File: src/design/ssf_pkg.sv
// Package with constants and carriers of the sensor status flag block
package ssf_pkg;
  // ------------------------------------------------------------
  // Register map
  // ------------------------------------------------------------
  localparam logic [7:0] ssf_mag_first_addr = 8'h00;
  localparam logic [7:0] ssf_mag_last_addr = 8'h08;
  localparam logic [7:0] ssf_temp_addr = 8'h09;
  localparam logic [7:0] ssf_status_primary_addr = 8'h18;
  localparam logic [7:0] ssf_status_secondary_addr = 8'h19;
  localparam logic [7:0] ssf_control0_addr = 8'h1b;
  localparam logic [7:0] ssf_status_reset = 8'h00;

  // ------------------------------------------------------------
  // Field positions
  // ------------------------------------------------------------
  // Primary status
  localparam int ssf_mag_irq_bit = 0;
  localparam int ssf_temp_irq_bit = 1;
  localparam int ssf_motion_irq_bit = 2;
  localparam int ssf_sync_tick_parity_fail_bit = 3;
  localparam int ssf_fuse_done_bit = 4;
  localparam int ssf_selftest_bit = 5;
  localparam int ssf_mag_ready_bit = 6;
  localparam int ssf_temp_ready_bit = 7;
  localparam int ssf_primary_flags = 8;
  // Secondary status
  localparam int ssf_code_lsb = 0;
  localparam int ssf_motion_seen_bit = 2;
  localparam int ssf_proto_err_bit = 5;
  localparam int ssf_activity_lsb = 6;
  // Control 0
  localparam int ssf_cmd_mag_bit = 0;
  localparam int ssf_cmd_temp_bit = 1;
  localparam int ssf_cmd_motion_bit = 2;

  // ------------------------------------------------------------
  // Encodings
  // ------------------------------------------------------------
  localparam logic [1:0] ssf_code_none = 2'h0;
  localparam logic [1:0] ssf_code_meas = 2'h1;
  localparam logic [1:0] ssf_code_motion = 2'h2;
  localparam logic [1:0] ssf_code_proto = 2'h3;
  localparam logic [1:0] ssf_activity_idle = 2'h0;
  localparam logic [1:0] ssf_activity_busy = 2'h2;

  // ------------------------------------------------------------
  // Carriers
  // ------------------------------------------------------------
  // Register access reported by the bus protocol engine, one-cycle valid
  typedef struct packed {
    logic valid;
    logic write;
    logic over_i3c;
    logic [7:0] addr;
    logic [7:0] wdata;
  } ssf_access_type;

  // One-cycle events from the sensor core, same clock
  typedef struct packed {
    logic mag_done;
    logic temp_done;
    logic motion;
    logic parity_fail;
    logic fuse_loaded;
    logic fuse_reload;
    logic proto_err;
  } ssf_event_type;
endpackage

File: src/design/ssf_status.sv
// Status flag logic of the three-axis magnetic sensor
// Behaviour
// - Raise mag interrupt flag on measurement done
// - Clear it on command or I2C mag access
// - Clear it on IBI sent or status read
// - Temp flag: set done, clear command/I2C access
// - Clear temp flag on IBI or read
// - Motion flag: set detect, clear launch/IBI/read
// - Parity failure sets flag and requests IBI
// - Clear parity failure after its IBI
// - Fuse load complete after successful memory load
// - Self-test flag low when test passes
// - Mag ready cleared only by mag read
// - Temp ready cleared only by temp read
// - Pending code: none, meas, motion, protocol
// - Protocol error bit set on I3C error
// - Motion seen cleared by new launch write
// - Activity bit0 zero, bit1 measuring
// - Mag command bit self-clears at end
`timescale 1ns/1ps
module ssf_status
  import ssf_pkg::*;
(
  input wire logic clk,
  input wire logic rst_b,
  input wire ssf_pkg::ssf_access_type access,
  input wire ssf_pkg::ssf_event_type events,
  input wire logic i3c_mode,
  input wire logic selftest_fail,
  input wire logic meas_active,
  input wire logic ibi_sent,
  output logic [7:0] rd_data,
  output logic mag_capture_cmd,
  output logic temp_capture_cmd,
  output logic motion_detect_launch,
  output logic ibi_req,
  output logic [1:0] ibi_code
);
  import ssf_pkg::*;

  // ------------------------------------------------------------
  // Access decode
  // ------------------------------------------------------------
  function automatic logic in_range(input logic [7:0] a, input logic [7:0] lo, input logic [7:0] hi);
    in_range = (a >= lo) && (a <= hi);
  endfunction

  wire logic acc_read = access.valid && !access.write;
  wire logic acc_write = access.valid && access.write;
  wire logic acc_i2c = access.valid && !access.over_i3c;
  wire logic hit_mag = in_range(access.addr, ssf_mag_first_addr, ssf_mag_last_addr);
  wire logic hit_temp = access.addr == ssf_temp_addr;
  wire logic hit_primary = access.addr == ssf_status_primary_addr;
  wire logic hit_secondary = access.addr == ssf_status_secondary_addr;
  wire logic hit_control0 = access.addr == ssf_control0_addr;
  wire logic wr_control0 = acc_write && hit_control0;
  wire logic new_meas_cmd = wr_control0 && (access.wdata[ssf_cmd_mag_bit] || access.wdata[ssf_cmd_temp_bit]);
  wire logic new_launch = wr_control0 && access.wdata[ssf_cmd_motion_bit];
  wire logic rd_primary = acc_read && hit_primary;
  wire logic rd_secondary = acc_read && hit_secondary;

  // ------------------------------------------------------------
  // Primary status flags
  // ------------------------------------------------------------
  logic [ssf_primary_flags-1:0] flags;
  logic [ssf_primary_flags-1:0] flag_set;
  logic [ssf_primary_flags-1:0] flag_clr;
  logic [1:0] code;
  logic sent_meas;
  logic sent_motion;

  assign sent_meas = ibi_sent && (code == ssf_code_meas);
  assign sent_motion = ibi_sent && (code == ssf_code_motion);

  always_comb begin
    flag_set = '0;
    flag_clr = '0;
    flag_set[ssf_mag_irq_bit] = events.mag_done;
    flag_clr[ssf_mag_irq_bit] = new_meas_cmd || (acc_i2c && hit_mag);
    if (sent_meas || rd_primary) begin
      flag_clr[ssf_mag_irq_bit] = 1'b1;
    end
    flag_set[ssf_temp_irq_bit] = events.temp_done;
    flag_clr[ssf_temp_irq_bit] = new_meas_cmd || (acc_i2c && hit_temp) || sent_meas || rd_primary;
    flag_set[ssf_motion_irq_bit] = events.motion;
    flag_clr[ssf_motion_irq_bit] = new_launch || sent_motion || rd_primary;
    flag_set[ssf_sync_tick_parity_fail_bit] = events.parity_fail;
    flag_clr[ssf_sync_tick_parity_fail_bit] = ibi_sent && flags[ssf_sync_tick_parity_fail_bit];
    flag_set[ssf_fuse_done_bit] = events.fuse_loaded;
    flag_clr[ssf_fuse_done_bit] = events.fuse_reload;
    flag_set[ssf_mag_ready_bit] = events.mag_done;
    flag_clr[ssf_mag_ready_bit] = acc_read && hit_mag;
    flag_set[ssf_temp_ready_bit] = events.temp_done;
    flag_clr[ssf_temp_ready_bit] = acc_read && hit_temp;
  end

  ssf_sticky #(
    .width(ssf_primary_flags)
  ) u_primary (
    .clk(clk),
    .rst_b(rst_b),
    .set(flag_set),
    .clr(flag_clr),
    .q(flags)
  );

  // ------------------------------------------------------------
  // Self-test flag and secondary status state
  // ------------------------------------------------------------
  logic selftest_flag;
  logic motion_seen;
  logic proto_err;
  wire logic next_motion_seen = events.motion || (motion_seen && !new_launch);
  wire logic next_proto_err = events.proto_err || (proto_err && !rd_secondary);

  always_ff @(posedge clk or negedge rst_b) begin
    if (!rst_b) begin
      selftest_flag <= 1'b0;
      motion_seen <= 1'b0;
      proto_err <= 1'b0;
    end else begin
      selftest_flag <= selftest_fail;
      motion_seen <= next_motion_seen;
      proto_err <= next_proto_err;
    end
  end

  // ------------------------------------------------------------
  // Measurement commands
  // ------------------------------------------------------------
  // Command bits fall at the end of their measurement; a new write wins
  wire logic next_mag_cmd = (wr_control0 && access.wdata[ssf_cmd_mag_bit]) ||
                            (mag_capture_cmd && !events.mag_done);
  wire logic next_temp_cmd = (wr_control0 && access.wdata[ssf_cmd_temp_bit]) ||
                             (temp_capture_cmd && !events.temp_done);

  always_ff @(posedge clk or negedge rst_b) begin
    if (!rst_b) begin
      mag_capture_cmd <= 1'b0;
      temp_capture_cmd <= 1'b0;
      motion_detect_launch <= 1'b0;
    end else begin
      mag_capture_cmd <= next_mag_cmd;
      temp_capture_cmd <= next_temp_cmd;
      motion_detect_launch <= new_launch;
    end
  end

  // ------------------------------------------------------------
  // Pending interrupt code and in-band request
  // ------------------------------------------------------------
  // Protocol error outranks motion, motion outranks measurement
  assign code = proto_err ? ssf_code_proto :
                flags[ssf_motion_irq_bit] ? ssf_code_motion :
                (flags[ssf_mag_irq_bit] || flags[ssf_temp_irq_bit]) ? ssf_code_meas :
                ssf_code_none;

  // I2C has no in-band interrupt, so requests wait for I3C
  assign ibi_req = i3c_mode && ((code != ssf_code_none) || flags[ssf_sync_tick_parity_fail_bit]);
  assign ibi_code = code;

  // ------------------------------------------------------------
  // Read data
  // ------------------------------------------------------------
  wire logic [1:0] activity = (mag_capture_cmd || temp_capture_cmd || meas_active) ?
                              ssf_activity_busy : ssf_activity_idle;
  logic [7:0] primary_view;
  logic [7:0] secondary_view;

  always_comb begin
    primary_view = flags;
    primary_view[ssf_selftest_bit] = selftest_flag;
    secondary_view = ssf_status_reset;
    secondary_view[ssf_code_lsb +: 2] = code;
    secondary_view[ssf_motion_seen_bit] = motion_seen;
    secondary_view[ssf_proto_err_bit] = proto_err;
    secondary_view[ssf_activity_lsb +: 2] = activity;
  end

  // Value captured before the clear-on-read lands
  wire logic [7:0] next_rd_data = rd_primary ? primary_view :
                                  rd_secondary ? secondary_view :
                                  acc_read ? ssf_status_reset : rd_data;

  always_ff @(posedge clk or negedge rst_b) begin
    if (!rst_b) begin
      rd_data <= ssf_status_reset;
    end else begin
      rd_data <= next_rd_data;
    end
  end
endmodule // ssf_status

File: src/design/ssf_sticky.sv
// Bank of sticky flags in which a set beats a clear in the same cycle
`timescale 1ns/1ps
module ssf_sticky #(
  parameter int width = 8
) (
  input wire logic clk,
  input wire logic rst_b,
  input wire logic [width-1:0] set,
  input wire logic [width-1:0] clr,
  output logic [width-1:0] q
);
  // ------------------------------------------------------------
  // Elaboration check
  // ------------------------------------------------------------
  if (width < 1) begin : g_bad_width
    $error("ssf_sticky width must be at least one");
  end

  // ------------------------------------------------------------
  // Flags
  // ------------------------------------------------------------
  // Set wins so an event landing on the clearing access is never lost
  wire logic [width-1:0] next_q = (q & ~clr) | set;

  always_ff @(posedge clk or negedge rst_b) begin
    if (!rst_b) begin
      q <= '0;
    end else begin
      q <= next_q;
    end
  end
endmodule // ssf_sticky

File: config.mk
export PLATFORM = sky130hd
export DESIGN_NAME = ssf_status
export DESIGN_NICKNAME = d
export VERILOG_FILES = /design/src/design/ssf_pkg.sv /design/src/design/ssf_status.sv /design/src/design/ssf_sticky.sv
export SDC_FILE = /design/constraint.sdc
export NUM_CORES = 1
export LEC_CHECK = 0
export BUFFER_PORTS_ARGS = -buffer_cell sky130_fd_sc_hd__buf_2
export CELL_PAD_IN_SITES_DETAIL_PLACEMENT = 1
export CELL_PAD_IN_SITES_GLOBAL_PLACEMENT = 1
export CORE_UTILIZATION = 33
export CTS_CLUSTER_DIAMETER = 50
export CTS_CLUSTER_SIZE = 25
export DETAILED_ROUTE_END_ITERATION = 12
export PLACE_DENSITY = 0.76
export SETUP_SLACK_MARGIN = 0.5
export SLEW_MARGIN = 10
export SYNTH_ARGS = -nofsm -noshare
export SYNTH_HDL_FRONTEND = slang
export SYNTH_SLANG_ARGS = --single-unit
File: constraint.sdc
create_clock -name clk -period 1.2 [get_ports clk]
set_input_delay 0.06 -clock clk [delete_from_list [all_inputs] [get_ports clk]]
set_output_delay 0.06 -clock clk [all_outputs]
set_load 0.03 [all_outputs]
### After elaboration in Yosys (flattened, before gate mapping)

Cells that the tools add are included.

* $lt $le $gt $ge: 2
* eq/ne operators: 6
* muxes and demuxes: 8
* bitwise gates (word level): 3
* reductions and logical operators: 47

Operators by type and width (number)
* 8-bit by 5-bit equality test with 1-bit output (second input constant): 3
* 8-bit two-way mux: 3
* 1-bit logical AND: 23
* 1-bit logical OR: 16
* 8-bit AND: 1
* 8-bit by 4-bit equality test with 1-bit output (second input constant): 1
* 8-bit by 1-bit >= comparator with 1-bit output (second input constant): 1
* 8-bit by 4-bit <= comparator with 1-bit output (second input constant): 1
* 8-bit NOT: 1
* 8-bit OR: 1
* 1-bit zero test: 6
* 2-bit two-way mux: 3
* 3-bit nonzero test: 1
* 2-bit by 1-bit equality test with 1-bit output (second input constant): 1
* 2-bit equality test (second input constant): 1
* 1-bit two-way mux: 2
* 2-bit nonzero test: 1

* flip-flop bits (word level): 22
* output and inout port bits: 14

### Longest topological paths before layout

* word-level depth: 11
* mapped depth: 5
* gate-level depth less buffers: 4

### Hierarchy

Synthesis repeated with hierarchy kept, for this count alone.

* cell total of the unflattened synthesis: 107
* area total of the unflattened synthesis: 1047.3 µm²

Modules (own cells, without submodules)
* ssf_status: times used 1, cells an instance 83, area each 757.0 µm²
* ssf_sticky: times used 1, cells an instance 24, area each 290.3 µm²

### Worst setup path before layout

Ideal clock, no wire load.

* path kind: reg-to-reg
* start point: register u_primary.q[1]
* end point: register rd_data[0]
* setup time: 0.083 ns
* data arrival time: 1.189 ns
* data required time: 1.117 ns
* setup slack: -0.072 ns
* stages on the path, launching flop included: 5
* buffers on the path: 0
* clock period less this slack: 1.272 ns
* cell sequence: dfrtp_1 nor2_1 o21bai_1 a22oi_1 o21ai_0

* cells in the longest elaborated chain, start to end: 6

Ends and longest elaborated chain
* start, declared: RTL line ssf_sticky.sv:10 `output logic [width-1:0] q`
* start signal, assigned: RTL line ssf_sticky.sv:29 `q <= next_q;`
* 1-bit logical OR: RTL line ssf_status.sv:155 `(flags[ssf_mag_irq_bit] || flags[ssf_temp_irq_bit]) ? ssf_code_meas :`
* 1-bit two-way mux: RTL line ssf_status.sv:155
* 2-bit two-way mux: RTL line ssf_status.sv:154 `flags[ssf_motion_irq_bit] ? ssf_code_motion :`
* 2-bit two-way mux: RTL line ssf_status.sv:153 `assign code = proto_err ? ssf_code_proto :`
* named net ibi_code[0]: RTL line ssf_status.sv:37 `output logic [1:0] ibi_code`
* 8-bit two-way mux: RTL line ssf_status.sv:182 `rd_secondary ? secondary_view :`
* 8-bit two-way mux: RTL line ssf_status.sv:181 `wire logic [7:0] next_rd_data = rd_primary ? primary_view :`
* end signal, assigned: RTL line ssf_status.sv:187 `rd_data <= ssf_status_reset;`
* end signal, assigned: RTL line ssf_status.sv:189 `rd_data <= next_rd_data;`
* end, declared: RTL line ssf_status.sv:32 `output logic [7:0] rd_data,`

The timed path passes the listed nets, and every way through them passes these cells.
A chain may end at the register's enable or synchronous reset.

### Worst setup path in the final report

* start point: register proto_err
* end point: output port ibi_req

* cells in the longest elaborated chain, start to end: 4

Ends and longest elaborated chain
* start, declared: RTL line ssf_status.sv:112 `logic proto_err;`
* start signal, assigned: RTL line ssf_status.sv:124 `proto_err <= next_proto_err;`
* 2-bit two-way mux: RTL line ssf_status.sv:153
* 2-bit nonzero test: RTL line ssf_status.sv:159 `assign ibi_req = i3c_mode && ((code != ssf_code_none) || flags[ssf_sync_tick_parity_fail_bit]);`
* 1-bit logical OR: RTL line ssf_status.sv:159
* 1-bit logical AND: RTL line ssf_status.sv:159
* end, declared: RTL line ssf_status.sv:36 `output logic ibi_req,`

No other way between the ends.

==> impl_metrics.py <==
metrics = {
    "route": {
        "first_iter_violations": 24,
        "drc": 0,
        "avgRoutedWirePerCell_um": 19.2,
        "drtAntennaViolNets": 0,
        "num_vias": 1052,
        "dr.pass1.iters": 4,
        "vias_per_cell": 5.42,
        "wl_um": 3730,
    },
    "final_layout": {
        "design_area_um2": 1820,
        "final_nets": 196,
        "syn_to_final_growth_pct": 85.0,
        "multi_input_area_um2": 583,
        "final_common_cell": "buf_6",
        "fill_cells": 292,
        "final_cell_mix": "buf_6 (25), buf_2 (21), dfrtp_1 (17)",
        "final_cells": 194,
        "drive_gt1_frac": 0.601,
        "seq_area_um2": 531,
        "diodes": 0,
    },
    "grt": {
        "grt_use_met3": 0.0184,
        "grt_util_all_layers": 0.218,
        "grt_max_degree": 22,
        "gr-total-overflow": 0,
        "top_usage_layer": "met2",
        "antenna_found_initial": 0,
        "grt_pass1_wl_um": 5300,
        "met2_usage": 0.390,
        "grt_pass1_vias": 1125,
        "use_met1": 0.264,
    },
    "clocking": {
        "clkSinkCount": 21,
        "cts_root_buf": "clkbuf_4",
        "insertion_delay_ns": 0.31,
        "clockBufferDepth": 2,
        "htreeDepth": 1,
        "cts_tree": "yes",
        "cts-buffers-inserted": 3,
        "clk_pin_slew_ns": 0.13,
    },
    "setup_path": {
        "cp_max_fo": 2,
        "reg2reg_depth": 6,
        "worstSetupPathDepth": 4,
        "crit_family": "flip-flops",
        "setup.worst_path.start": "proto_err",
        "critPathCaptureType": "primary output",
        "crit_required_ns": 1.14,
        "start_kind": "flip-flop",
        "cp_cell_sequence": "nor2_2 > inv_2 > o41a_1 > buf_6",
        "r2r_start": "proto_err",
        "crit_buf_inv": 2,
        "cpPeakStageDelay_ns": 0.45,
        "slowest_stage": "dfrtp_1",
        "path_class": "reg -> out",
        "worstPathArrival_ns": 1.43,
    },
    "sta": {
        "hold_ws_ns": -0.00333,
        "grt_setup_unrepaired": "true",
        "worst_slew_pin_slew_ns": 0.477,
        "setup_ws_ns": -0.290,
        "setup_violations": 2,
        "skew_ns": 0.00574,
        "hold_violations": 1,
        "fin_crit_ns": 1.49,
        "max_freq_ghz": 0.671,
        "setup_tns_ns": -0.446,
        "finalMaxSlewViolations": 0,
        "fin_crit_sh": 1.24,
        "slew_headroom": 0.682,
    },
    "pwr": {
        "p_total_uw": 1290,
        "p_per_area_nw_per_um2": 710,
        "combPwrFrac": 0.168,
        "leakage_uw": 0.000826,
        "swShare": 0.261,
        "seq_power_share": 0.560,
        "p_clk_frac": 0.272,
        "p_int_uw": 955,
        "ir_drop_v": 0.000821,
        "switching_power_uw": 338,
    },
    "floorplanning": {
        "die_h_um": 56.6,
        "fp.dieW_um": 56.6,
        "die_area_um2": 3210,
        "design.core.area_um2": 2780,
        "pin_count": 46,
        "start_util": 0.354,
        "row_count": 19,
    },
    "synthesis": {
        "synth_area_um2": 985,
        "syn_inst": 91,
        "synth.net_count": 123,
        "yosys_warnings": 0,
        "ys_ff_latch": 21,
        "synth_edf_count": 0,
        "ys_seq_area_frac": 0.534,
        "yosysUniqueCellTypes": 26,
        "synth.avg_cell_area_um2": 10.8,
        "ys.flop_type": "dfrtp_1",
        "async_flop_share": 1.00,
    },
    "min_path": {
        "hold_start": "access[1]",
        "holdPathStages": 2,
        "hold_path.class": "in -> reg",
    },
    "placement": {
        "place_area_um2": 1290,
        "dp_hpwl_um": 2020,
        "gp_congestion": 0.770,
        "io_buffers": 40,
        "numPlacedInstances": 167,
    },
    "job": {
        "cap_violations": 0,
    },
    "status": {
        "status": "finished, violations left",
        "violations": "negative hold slack, negative setup slack",
    },
}
==> area by class of cell <==
type | count | share of cell area
clock inverter | 1 | 0.00275
timing repair buffer | 70 | 0.340
clock buffer | 3 | 0.0124
inverter | 6 | 0.0124
sequential | 21 | 0.291
tap | 31 | 0.0213
multi-input combinational | 62 | 0.320
==> Yosys cell counts, types with 3 or more instances <==
library cell,n,area [um2]
nand3_1,5,25.0
inv_1,6,22.5
nand2_1,7,26.3
o21ai_0,8,40.0
and2_1,3,18.8
a21o_1,7,52.6
a22oi_1,5,37.5
dfrtp_1,21,526
a22o_1,5,43.8
nor2_1,4,15.0
==> metrics by stage <==
step / setup slack (ns) / utilization
after floorplan: -0.0125 / -
after global placement: 0.0542 / 0.463
after detailed placement: 0.0251 / 0.463
after CTS: -0.242 / 0.600
after global routing: -0.335 / 0.655
final: -0.290 / 0.655
==> routing by layer <==
metal	share of wire	vias up	routed length, um
li1	-	480	-
met1	0.37	512	1400
met2	0.54	46	2030
met3	0.045	14	168
met4	0.036	0	136
met5	0	-	0
==> final timing paths <==
check / to / slack (ns)
min: temp_capture_cmd / -0.003
min in group asynchronous: proto_err / 0.22
max reg2reg: u_primary.q[1] / 0.08
max in group asynchronous: u_primary.q[0] / 0.62
min reg2reg: u_primary.q[4] / 0.49
max: ibi_req / -0.29
==> power groups by stage <==
| stage | clock network (uW) | registers, uW | logic, uW |
|---|---|---|---|
| finish | 352 | 724 | 218 |
| global route | 377 | 725 | 235 |
| CTS | 350 | 723 | 186 |
| detailed placement | 0 | 736 | 141 |
| global placement | 0 | 735 | 138 |
| floorplan | 0 | 738 | 45.7 |
==> sequential cells by signal, summed over array words and instances (netlist names) <==
signal,count
proto_err,1
temp_capture_cmd,1
selftest_flag,1
motion_detect_launch,1
u_primary.q,7
rd_data,8
mag_capture_cmd,1
motion_seen,1
==> cells by family (layout without fill, tap and decap cells) <==
group / Yosys count / after routing / synth area share
and+or+nand+nor: 33 / 33 / 0.220
AOI/OAI and AO/OA: 29 / 29 / 0.211
DFF: 21 / 21 / 0.534
buffers and inverters: 8 / 80 / 0.0356
==> worst reg2reg max path, stage by stage, from the launching register on <==
cell and delay, ns:
dfrtp_1 0.45, nor2_2 0.16, buf_4 0.14, buf_6 0.10, nand2_4 0.05, nand3_2 0.08
o21ai_2 0.05
==> repair_timing <==
action,4_1_cts,5_1_grt
endpoints found under the setup margin,30,31
pin swaps,10,10
hold buffers,8,1
endpoints found under the hold margin,33,1
setup buffers,9,5
resized for setup,59,28
Power figures use the tool's default switching activity.
